### src/logic/psp_pkg.sv
// Package for the per-pin pad state block: sizes, register map, reset values,
// CPU state columns and pad status codes.
// Assumes a 32-bit AXI4-Lite register bus and a single system clock.
package psp_pkg;
  localparam int NUM_PINS = 8;
  localparam int COL_W = 3;
  localparam int CODE_W = 4;

  // Register byte offsets
  localparam logic [7:0] CTRL_OFS = 8'h00;
  localparam logic [7:0] STATUS_OFS = 8'h04;
  localparam logic [7:0] PULLUP_SEL_OFS = 8'h08;
  localparam logic [7:0] PAD_IN_OFS = 8'h0c;
  localparam logic [7:0] PIN_MAP_OFS = 8'h10;

  // Control register fields
  localparam int CTRL_LEVEL_BIT = 0;
  localparam int CTRL_HOLD_BIT = 1;

  // Reset values
  localparam logic [NUM_PINS-1:0] PULLUP_SEL_RST = 8'hff;
  localparam logic [31:0] PIN_MAP_RST = 32'h0000_0000;

  localparam logic [1:0] RESP_OKAY = 2'b00;
  localparam logic [1:0] RESP_SLVERR = 2'b10;

  // Power mode reported by the power controller
  typedef enum logic [1:0] {
    PM_RUN = 2'b00,
    PM_STANDBY = 2'b01,
    PM_DEEP = 2'b10
  } psp_pmode_t;

  // CPU state columns
  typedef enum logic [COL_W-1:0] {
    COL_POR_RST = 3'b000,
    COL_EXT_RST = 3'b001,
    COL_RUN = 3'b010,
    COL_STBY_LO = 3'b011,
    COL_STBY_HI = 3'b100,
    COL_DEEP_LO = 3'b101,
    COL_DEEP_HI = 3'b110,
    COL_RUN_RET = 3'b111
  } psp_col_t;

  // Pad status codes
  typedef enum logic [CODE_W-1:0] {
    HIZ_INPUT_BLOCKED = 4'h0,
    HIZ_INPUT_OPEN = 4'h1,
    HIZ_PULL_PROGRAMMED = 4'h2,
    HIZ_INPUT_FOLLOWS_OSC = 4'h3,
    CRYSTAL_RUNNING = 4'h4,
    CRYSTAL_STOPPED_HIZ = 4'h5,
    USB_CTRL_DRIVEN = 4'h6,
    HOST_LINK_PAD_OFF = 4'h7,
    REG_DRIVEN_PULL_REG = 4'h8,
    REG_DRIVEN_NO_PULL = 4'h9,
    HELD_INPUT_LIVE = 4'ha,
    HELD_INPUT_BLOCKED = 4'hb,
    GPIO_COPIED_HELD = 4'hc,
    ANALOG_OFF = 4'hd
  } psp_code_t;
endpackage

### src/logic/psp_top.sv
// Pad state logic for a bank of pins: picks each pin's drive, pull-up and
// input gating from its programmed status code for the present CPU state.
// Assumes reset and power mode inputs are synchronous to CLK_I.
//
// The AXI4-Lite register port and the address map are this design's own decisions.

// Operation
// - Power-on/low-supply reset and external-pin/system reset are separate columns.
// - Timer, RTC or stop mode uses one column per standby pin level value.
// - Deep standby modes likewise use one column per standby pin level value.
// - Run after deep standby is its own column; hold latch stays 1 until cleared.
// - hiz_input_blocked: output Hi-Z, pull-up off, input forced to 0.
// - hiz_input_open: output Hi-Z, pull-up off, input passes pin level.
// - hiz_pull_programmed: Hi-Z, input live, pull-up from pull-up select register.
// - hiz_input_follows_osc: Hi-Z, pull-up off, input passes only while oscillator runs.
// - crystal_running keeps oscillator on; crystal_stopped_hiz stops it, pin Hi-Z.
// - usb_ctrl_driven gives pad to USB; host_link_pad_off leaves it Hi-Z.
// - reg_driven_pull_reg: GPIO sets drive and pull-up, input live.
// - reg_driven_no_pull: GPIO sets drive, pull-up off, input live.
// - held_input_live: keep drive and pull-up from before state entry, input live.
// - held_input_blocked: keep drive and pull-up from before entry, input blocked.
// - gpio_copied_held: drive from GPIO copy taken at entry, input blocked.
// - Oscillator or analog function: output Hi-Z, pull-up off, input forced 0.
module psp_top (
  input wire logic CLK_I,
  input wire logic RST_I,
  input wire logic CE_I,
  input wire logic POR_RST_I,
  input wire logic EXT_RST_I,
  input wire logic [1:0] PMODE_I,
  input wire logic OSC_RUN_I,
  input wire logic [psp_pkg::NUM_PINS-1:0] PAD_I,
  input wire logic [psp_pkg::NUM_PINS-1:0] GPIO_DO_I,
  input wire logic [psp_pkg::NUM_PINS-1:0] GPIO_OE_I,
  input wire logic [psp_pkg::NUM_PINS-1:0] GPIO_PU_I,
  input wire logic [psp_pkg::NUM_PINS-1:0] USB_DO_I,
  input wire logic [psp_pkg::NUM_PINS-1:0] USB_OE_I,
  output logic [psp_pkg::NUM_PINS-1:0] PAD_DO_O,
  output logic [psp_pkg::NUM_PINS-1:0] PAD_OE_N_O,
  output logic [psp_pkg::NUM_PINS-1:0] PAD_PU_O,
  output logic [psp_pkg::NUM_PINS-1:0] PAD_IN_O,
  output logic [psp_pkg::NUM_PINS-1:0] OSC_EN_O,
  output logic [psp_pkg::COL_W-1:0] CPU_COL_O,
  input wire logic [7:0] AWADDR_I,
  input wire logic AWVALID_I,
  output logic AWREADY_O,
  input wire logic [31:0] WDATA_I,
  input wire logic [3:0] WSTRB_I,
  input wire logic WVALID_I,
  output logic WREADY_O,
  output logic [1:0] BRESP_O,
  output logic BVALID_O,
  input wire logic BREADY_I,
  input wire logic [7:0] ARADDR_I,
  input wire logic ARVALID_I,
  output logic ARREADY_O,
  output logic [31:0] RDATA_O,
  output logic [1:0] RRESP_O,
  output logic RVALID_O,
  input wire logic RREADY_I
);
  import psp_pkg::*;

  localparam int N = NUM_PINS;

  logic level_reg;
  logic hold_latch_reg;
  logic [N-1:0] pullup_sel_reg;
  logic [31:0] pin_map_reg [N];
  psp_col_t col_reg;
  // Pad values held since the last column change
  logic [N-1:0] hold_do_reg;
  logic [N-1:0] hold_oen_reg;
  logic [N-1:0] hold_pu_reg;
  // GPIO settings copied at the last column change
  logic [N-1:0] copy_do_reg;
  logic [N-1:0] copy_oen_reg;
  logic [N-1:0] copy_pu_reg;
  logic [N-1:0] do_next;
  logic [N-1:0] oen_next;
  logic [N-1:0] pu_next;
  logic [N-1:0] in_next;
  logic [N-1:0] osc_next;

  // Write address and data may arrive in either order
  logic [7:0] aw_addr_reg;
  logic [31:0] w_data_reg;
  logic [3:0] w_strb_reg;
  logic aw_full_reg;
  logic w_full_reg;
  logic awready_reg;
  logic wready_reg;
  logic bvalid_reg;
  logic arready_reg;
  logic rvalid_reg;
  logic [1:0] bresp_reg, rresp_reg;
  logic [31:0] rdata_reg;

  // CPU state column selection
  psp_pmode_t pmode;
  psp_col_t col_next;
  wire col_change = (col_next != col_reg);
  assign pmode = psp_pmode_t'(PMODE_I);
  assign col_next = POR_RST_I ? COL_POR_RST :
                    EXT_RST_I ? COL_EXT_RST :
                    (pmode == PM_STANDBY) ? (level_reg ? COL_STBY_HI : COL_STBY_LO) :
                    (pmode == PM_DEEP) ? (level_reg ? COL_DEEP_HI : COL_DEEP_LO) :
                    hold_latch_reg ? COL_RUN_RET : COL_RUN;

  // Held values come from the outputs as they stood just before entry
  wire [N-1:0] hsrc_do = col_change ? PAD_DO_O : hold_do_reg;
  wire [N-1:0] hsrc_oen = col_change ? PAD_OE_N_O : hold_oen_reg;
  wire [N-1:0] hsrc_pu = col_change ? PAD_PU_O : hold_pu_reg;
  wire [N-1:0] csrc_do = col_change ? GPIO_DO_I : copy_do_reg;
  wire [N-1:0] csrc_oen = col_change ? ~GPIO_OE_I : copy_oen_reg;
  wire [N-1:0] csrc_pu = col_change ? GPIO_PU_I : copy_pu_reg;

  // Pad evaluation: {do, oe_n, pu, in, osc_en}
  function automatic logic [4:0] pad_eval(
    input logic [CODE_W-1:0] code, input logic pin, input logic psel,
    input logic osc_run, input logic gdo, input logic goe, input logic gpu,
    input logic udo, input logic uoe, input logic hdo, input logic hoen,
    input logic hpu, input logic cdo, input logic coen, input logic cpu);
    logic [4:0] r;
    r = {1'b0, 1'b1, 1'b0, 1'b0, 1'b0};
    unique case (code)
      HIZ_INPUT_BLOCKED: r = {1'b0, 1'b1, 1'b0, 1'b0, 1'b0};
      HIZ_INPUT_OPEN: r = {1'b0, 1'b1, 1'b0, pin, 1'b0};
      HIZ_PULL_PROGRAMMED: r = {1'b0, 1'b1, psel, pin, 1'b0};
      HIZ_INPUT_FOLLOWS_OSC: r = {1'b0, 1'b1, 1'b0, pin & osc_run, 1'b0};
      CRYSTAL_RUNNING: r = {1'b0, 1'b1, 1'b0, 1'b0, 1'b1};
      CRYSTAL_STOPPED_HIZ: r = {1'b0, 1'b1, 1'b0, 1'b0, 1'b0};
      USB_CTRL_DRIVEN: r = {udo, ~uoe, 1'b0, pin, 1'b0};
      HOST_LINK_PAD_OFF: r = {1'b0, 1'b1, 1'b0, 1'b0, 1'b0};
      REG_DRIVEN_PULL_REG: r = {gdo, ~goe, gpu, pin, 1'b0};
      REG_DRIVEN_NO_PULL: r = {gdo, ~goe, 1'b0, pin, 1'b0};
      HELD_INPUT_LIVE: r = {hdo, hoen, hpu, pin, 1'b0};
      HELD_INPUT_BLOCKED: r = {hdo, hoen, hpu, 1'b0, 1'b0};
      GPIO_COPIED_HELD: r = {cdo, coen, cpu, 1'b0, 1'b0};
      ANALOG_OFF: r = {1'b0, 1'b1, 1'b0, 1'b0, 1'b0};
      default: r = {1'b0, 1'b1, 1'b0, 1'b0, 1'b0};
    endcase
    return r;
  endfunction

  genvar gi;
  generate
    for (gi = 0; gi < N; gi++) begin : g_pin
      wire [CODE_W-1:0] code = pin_map_reg[gi][col_next*CODE_W +: CODE_W];
      assign {do_next[gi], oen_next[gi], pu_next[gi], in_next[gi], osc_next[gi]} =
        pad_eval(code, PAD_I[gi], pullup_sel_reg[gi], OSC_RUN_I, GPIO_DO_I[gi],
                 GPIO_OE_I[gi], GPIO_PU_I[gi], USB_DO_I[gi], USB_OE_I[gi],
                 hsrc_do[gi], hsrc_oen[gi], hsrc_pu[gi],
                 csrc_do[gi], csrc_oen[gi], csrc_pu[gi]);
    end
  endgenerate

  always_ff @(posedge CLK_I) begin
    if (RST_I) begin
      col_reg <= COL_RUN;
      PAD_DO_O <= '0;
      PAD_OE_N_O <= '1;
      PAD_PU_O <= '0;
      PAD_IN_O <= '0;
      OSC_EN_O <= '0;
      hold_do_reg <= '0;
      hold_oen_reg <= '1;
      hold_pu_reg <= '0;
      copy_do_reg <= '0;
      copy_oen_reg <= '1;
      copy_pu_reg <= '0;
    end else if (CE_I) begin
      col_reg <= col_next;
      PAD_DO_O <= do_next;
      PAD_OE_N_O <= oen_next;
      PAD_PU_O <= pu_next;
      PAD_IN_O <= in_next;
      OSC_EN_O <= osc_next;
      hold_do_reg <= hsrc_do;
      hold_oen_reg <= hsrc_oen;
      hold_pu_reg <= hsrc_pu;
      copy_do_reg <= csrc_do;
      copy_oen_reg <= csrc_oen;
      copy_pu_reg <= csrc_pu;
    end
  end
  assign CPU_COL_O = col_reg;

  // AXI4-Lite write path
  wire aw_take = AWVALID_I & awready_reg;
  wire w_take = WVALID_I & wready_reg;
  wire aw_have = aw_full_reg | aw_take;
  wire w_have = w_full_reg | w_take;
  wire [7:0] wr_addr = aw_full_reg ? aw_addr_reg : AWADDR_I;
  wire [31:0] wr_data = w_full_reg ? w_data_reg : WDATA_I;
  wire [3:0] wr_strb = w_full_reg ? w_strb_reg : WSTRB_I;
  wire wr_fire = aw_have & w_have & ~bvalid_reg;
  wire wr_ctrl = (wr_addr == CTRL_OFS);
  wire wr_psel = (wr_addr == PULLUP_SEL_OFS);
  wire wr_map = (wr_addr >= PIN_MAP_OFS) && (wr_addr < PIN_MAP_OFS + 8'(4 * N)) &&
                (wr_addr[1:0] == 2'b00);
  wire [2:0] wr_map_idx = 3'((wr_addr - PIN_MAP_OFS) >> 2);
  wire wr_ok = wr_ctrl | wr_psel | wr_map | (wr_addr == STATUS_OFS) | (wr_addr == PAD_IN_OFS);
  wire [31:0] wr_mask = {{8{wr_strb[3]}}, {8{wr_strb[2]}}, {8{wr_strb[1]}}, {8{wr_strb[0]}}};
  wire [31:0] map_merged = (pin_map_reg[wr_map_idx] & ~wr_mask) | (wr_data & wr_mask);
  wire hold_clr = wr_fire & wr_ctrl & wr_strb[0] & ~wr_data[CTRL_HOLD_BIT];

  always_ff @(posedge CLK_I) begin
    if (RST_I) begin
      aw_full_reg <= 1'b0;
      w_full_reg <= 1'b0;
      aw_addr_reg <= 8'h00;
      w_data_reg <= 32'h0000_0000;
      w_strb_reg <= 4'h0;
      awready_reg <= 1'b1;
      wready_reg <= 1'b1;
      bvalid_reg <= 1'b0;
      bresp_reg <= RESP_OKAY;
      level_reg <= 1'b0;
      hold_latch_reg <= 1'b0;
      pullup_sel_reg <= PULLUP_SEL_RST;
      for (int i = 0; i < N; i++) begin
        pin_map_reg[i] <= PIN_MAP_RST;
      end
    end else if (CE_I) begin
      if (aw_take && !wr_fire) begin
        aw_full_reg <= 1'b1;
        aw_addr_reg <= AWADDR_I;
        awready_reg <= 1'b0;
      end
      if (w_take && !wr_fire) begin
        w_full_reg <= 1'b1;
        w_data_reg <= WDATA_I;
        w_strb_reg <= WSTRB_I;
        wready_reg <= 1'b0;
      end
      if (wr_fire) begin
        aw_full_reg <= 1'b0;
        w_full_reg <= 1'b0;
        awready_reg <= 1'b0;
        wready_reg <= 1'b0;
        bvalid_reg <= 1'b1;
        bresp_reg <= wr_ok ? RESP_OKAY : RESP_SLVERR;
        if (wr_ctrl && wr_strb[0]) begin
          level_reg <= wr_data[CTRL_LEVEL_BIT];
        end
        if (wr_psel && wr_strb[0]) begin
          pullup_sel_reg <= wr_data[N-1:0];
        end
        if (wr_map) begin
          pin_map_reg[wr_map_idx] <= map_merged;
        end
      end
      if (bvalid_reg && BREADY_I) begin
        bvalid_reg <= 1'b0;
        awready_reg <= 1'b1;
        wready_reg <= 1'b1;
      end
      // Deep standby sets the hold latch; set wins over a software clear
      if (pmode == PM_DEEP) begin
        hold_latch_reg <= 1'b1;
      end else if (hold_clr) begin
        hold_latch_reg <= 1'b0;
      end
    end
  end

  // AXI4-Lite read path
  wire ar_take = ARVALID_I & arready_reg;
  wire rd_map = (ARADDR_I >= PIN_MAP_OFS) && (ARADDR_I < PIN_MAP_OFS + 8'(4 * N)) &&
                (ARADDR_I[1:0] == 2'b00);
  wire [2:0] rd_map_idx = 3'((ARADDR_I - PIN_MAP_OFS) >> 2);
  wire [31:0] ctrl_val = {30'h0, hold_latch_reg, level_reg};
  wire [31:0] status_val = {27'h0, OSC_RUN_I, hold_latch_reg, col_reg};
  wire rd_ok = rd_map | (ARADDR_I == CTRL_OFS) | (ARADDR_I == STATUS_OFS) |
               (ARADDR_I == PULLUP_SEL_OFS) | (ARADDR_I == PAD_IN_OFS);
  wire [31:0] rd_val = (ARADDR_I == CTRL_OFS) ? ctrl_val :
                       (ARADDR_I == STATUS_OFS) ? status_val :
                       (ARADDR_I == PULLUP_SEL_OFS) ? {24'h0, pullup_sel_reg} :
                       (ARADDR_I == PAD_IN_OFS) ? {24'h0, PAD_IN_O} :
                       rd_map ? pin_map_reg[rd_map_idx] : 32'h0000_0000;

  always_ff @(posedge CLK_I) begin
    if (RST_I) begin
      arready_reg <= 1'b1;
      rvalid_reg <= 1'b0;
      rdata_reg <= 32'h0000_0000;
      rresp_reg <= RESP_OKAY;
    end else if (CE_I) begin
      if (ar_take) begin
        arready_reg <= 1'b0;
        rvalid_reg <= 1'b1;
        rdata_reg <= rd_val;
        rresp_reg <= rd_ok ? RESP_OKAY : RESP_SLVERR;
      end else if (rvalid_reg && RREADY_I) begin
        rvalid_reg <= 1'b0;
        arready_reg <= 1'b1;
      end
    end
  end

  assign AWREADY_O = awready_reg;
  assign WREADY_O = wready_reg;
  assign BVALID_O = bvalid_reg;
  assign BRESP_O = bresp_reg;
  assign ARREADY_O = arready_reg;
  assign RVALID_O = rvalid_reg;
  assign RDATA_O = rdata_reg;
  assign RRESP_O = rresp_reg;
endmodule

### config.mk
export PLATFORM = sky130hd
export DESIGN_NAME = psp_top
export DESIGN_NICKNAME = d
export VERILOG_FILES = /design/src/logic/psp_pkg.sv /design/src/logic/psp_top.sv
export SDC_FILE = /design/constraint.sdc
export NUM_CORES = 1
export LEC_CHECK = 0
export CAP_MARGIN = 20
export CORE_ASPECT_RATIO = 0.9
export CORE_MARGIN = 2
export CORE_UTILIZATION = 35
export CTS_BUF_LIST = sky130_fd_sc_hd__clkbuf_16
export CTS_CLUSTER_SIZE = 30
export DETAILED_ROUTE_END_ITERATION = 8
export DONT_BUFFER_PORTS = 1
export SLEW_MARGIN = 30
export SYNTH_ARGS = -nofsm -noshare
export SYNTH_HDL_FRONTEND = slang
export SYNTH_SLANG_ARGS = --single-unit
### constraint.sdc
create_clock -name CLK_I -period 3.4 [get_ports CLK_I]
set_input_delay 0.34 -clock CLK_I [delete_from_list [all_inputs] [get_ports CLK_I]]
set_output_delay 0.34 -clock CLK_I [all_outputs]
set_load 0.005 [all_outputs]
==> key figures <==
Yosys
  • Post-Synthesis Cells: roughly 2700
  • Post-synthesis instance area: 24700 µm²
  • FFs w/ async S/R, synth: 0%
  • Synth warnings: 0
  • Primary FF master, synth: edfxtp_1
  • Syn Area/Cell: 9.11 µm²
  • Seq cells post-synth: 442
  • Distinct cells, synth: around 80
  • Sequential-to-total area share from yosys stat: 46.2%
  • Post-synth EDFFs: 256

Die
  • Horiz. Die Dim: 284 µm
  • Initial core utilization: 35.3%
  • Die area: 72700 µm²
  • Core Region: between 60000 and 70000 µm²
  • Die height: 256 µm
  • Ports: roughly 200
  • # rows: 92

Worst hold path
  • Hold Path Depth: 3
  • Hold crit path type: in -> reg
  • Hold endpoint: PAD_OE_N_O[4]
  • Hold path start: USB_OE_I[4]

Drt
  • Final wirelength: a little over 100000 µm
  • Antenna-violating nets left: 0
  • Vias per cell: 6.11
  • Drt drc: 0
  • Via count: ~23000
  • Initial drt markers: 3441
  • Total iterations of the first detailed-routing run: 7
  • Wire length per cell: 27.2 µm

Timing
  • Final setup margin: around 0.1 ns
  • Worst-margin pin slew: 1.03 ns
  • Hold Slack: roughly 0.018 ns
  • Tmin final: 3.30 ns
  • Headroom to the max-slew limit: 31.2%
  • Max Clk Rate: 303 MHz
  • Hold Vio Cnt, Final: 0
  • Final period util: 97.1%
  • Worst Skew: 0.0296 ns
  • Final setup viols: 0
  • Setup TNS: 0 ns
  • Pins Over Slew Limit: 0

Place
  • HPWL after detailed placement: 71100 µm
  • Pre-CTS setup slack: 0.0893 ns
  • Post-placement cell count: 3577
  • Final GP Congestion: ~0.98
  • I/O Buffers: 0
  • Area after DPL: 26400 µm²

Critical path
  • Reg2reg start: level_reg
  • Reg2reg end: PAD_OE_N_O[0]
  • CP endpoint kind: register
  • Worst Setup Start Kind: register
  • WS Path Type: reg -> reg
  • Worst Path Arrival: between 3 and 4 ns
  • Critical path fanouts, max: 16
  • R2r worst-path depth: 8
  • Worst path required time: approximately 3.9 ns
  • R2r setup slk: 0.1 ns

Global route
  • GRT Overall Usage: 27.4%
  • GR peak layer: met2
  • Initial antenna violation count: 2
  • Met1 Usage GRT: between 30 and 40%
  • Largest net degree at the start of global routing: around 160
  • Vias in the first global route: 21500
  • Global-route wire length before repair: 150000 µm
  • Met3 Use GR: around 7%
  • Total grt overflow: 0
  • Met2 GRT Util: 42.1%

Run
  • Max cap viols: 0

Finish
  • Multi-input gate area: 12400 µm²
  • # diodes: 0
  • Most frequent cells in the layout: 573 x nand2_1, 335 x nor2_1, 256 x edfxtp_1
  • Register area: roughly 11000 µm²
  • Final Non-Filler Cells: 3764
  • Layout cells sized above 1: 13.0%
  • # nets final: 2894
  • Filler cell count: 6896
  • Post-layout instance area: 28800 µm²
  • Commonest non-fill, non-tap cell in the layout: nand2_1
  • Max FFs per register: 256
  • Area delta synth->final: 16.8%

Pwr
  • Pwr dens: 482 nW/µm²
  • Leak: 10.6 nW
  • VDD IR max: roughly 360 µV

Clocking
  • TritonCTS clock tree: done
  • Clock root cell: clkbuf_16
  • CTS H-tree lvls: 2
  • Sink Count: roughly 440
  • Num CTS Buffers: between 50 and 60
  • Clock Latency Late Sink: 0.63 ns
  • Clk slew on worst S/H paths: 0.06 ns
  • Post-CTS Setup Inserts: 0
  • Deepest clock path buffer count: 3

Status
  • Status: finished, final reports clean
[final cells by class]
type,instances,area share [%]
inverters,25,0.325
clock inverters,44,0.716
clock buffers,52,4.51
flip-flops and latches,442,39.6
repair buffers,230,7.69
well taps,940,4.08
multi-input cells,2031,43.1
[stage by stage]
stage          util, %  power, mW
2_1_floorplan        -       7.70
3_3_place_gp      37.7       8.63
3_5_place_dp      37.7       8.67
4_1_cts           41.2       13.9
5_1_grt           41.2       14.3
6_report          41.2       13.9
[what timing repair did]
item | 4_1_cts | 5_1_grt
resized for setup | 0 | 2
hold endpoints to repair | 170 | 0
hold buffers | 91 | 0
endpoints found under the setup margin | 0 | 20
[worst max path at each step]
stage	endpoint	slack [ns]	from	cells after the start
2_1_floorplan	pin_map_reg[0][0]	0.24	aw_full_reg	7
3_3_place_gp	pin_map_reg[2][30]	0.13	aw_full_reg	10
3_5_place_dp	pin_map_reg[4][30]	0.09	aw_full_reg	10
4_1_cts	pin_map_reg[2][30]	0.07	aw_full_reg	10
5_1_grt	pin_map_reg[2][31]	-0.002	aw_full_reg	8
6_report	PAD_OE_N_O[0]	0.1	level_reg	8
[where the power goes]
group	leakage, nW	internal [mW]	switching [mW]
clock	0.817	2.76	2.35
combinational	5.67	1.01	1.73
sequential	4.16	5.85	0.205
total	10.6	9.62	4.28
[synthesized netlist by cell type, drive strengths merged (3+ instances only)]
cell     count  area (µm²)
o31ai        5        37.5
mux4        66        1490
buf         57         307
nand3      134         671
edfxtp     256        7690
a31oi       54         338
a211o       23         201
nor4         3        18.8
a221oi       3        32.5
a22oi       20         165
and2         6        40.0
o22a         4        35.0
o32ai        3        26.3
o22ai       34         231
o211ai      12        95.1
o2111ai      4        35.0
a21o         9        67.6
and3        51         319
nand3b      10        75.1
clkbuf     156         586
a32oi        9        78.8
mux2        61         687
nor2b       72         450
or2          3        18.8
dfxtp      186        3720
nand2b      13        81.3
mux2i      125        1250
a22o        10        87.6
a32o         7        70.1
a21oi      162         811
or3          4        25.0
inv         23        86.3
a211oi      22         183
nor2       336        1260
o21ai       92         460
nand4        7        43.8
nand2      575        2160
o21a         5        37.5
nor4b        3        26.3
nor3        16        80.1
a311oi      33         289
o311ai       4        35.0
[kinds of logic after synthesis]
| logic type | after synthesis | synth area share (%) |
|---|---|---|
| muxes | 252 | 13.9 |
| AOI/OAI and AO/OA | 535 | 14.2 |
| other | 1 | 0.0152 |
| and+or+nand+nor | 1239 | 21.5 |
| xor gates and xnor gates | 3 | 0.137 |
| DFF | 442 | 46.2 |
| buffers and inverters | 238 | 3.99 |
[metal layers]
metal | vias up | share of wire, %
li1 | 9922 | -
met1 | 11200 | 39
met2 | 1600 | 44
met3 | 248 | 13
met4 | 0 | 4.0
met5 | - | 0
[critical path: stages, from the launching register on]
cell and delay, ns:
dfxtp_1 0.35, or3b_1 0.46, and4b_1 0.23, a2111oi_2 0.32, o2111ai_4 0.48, or2_2 0.46
a2111oi_0 0.53, o311ai_0 0.21, o21a_1 0.15
No activity file was read; power rests on OpenSTA's default activity.
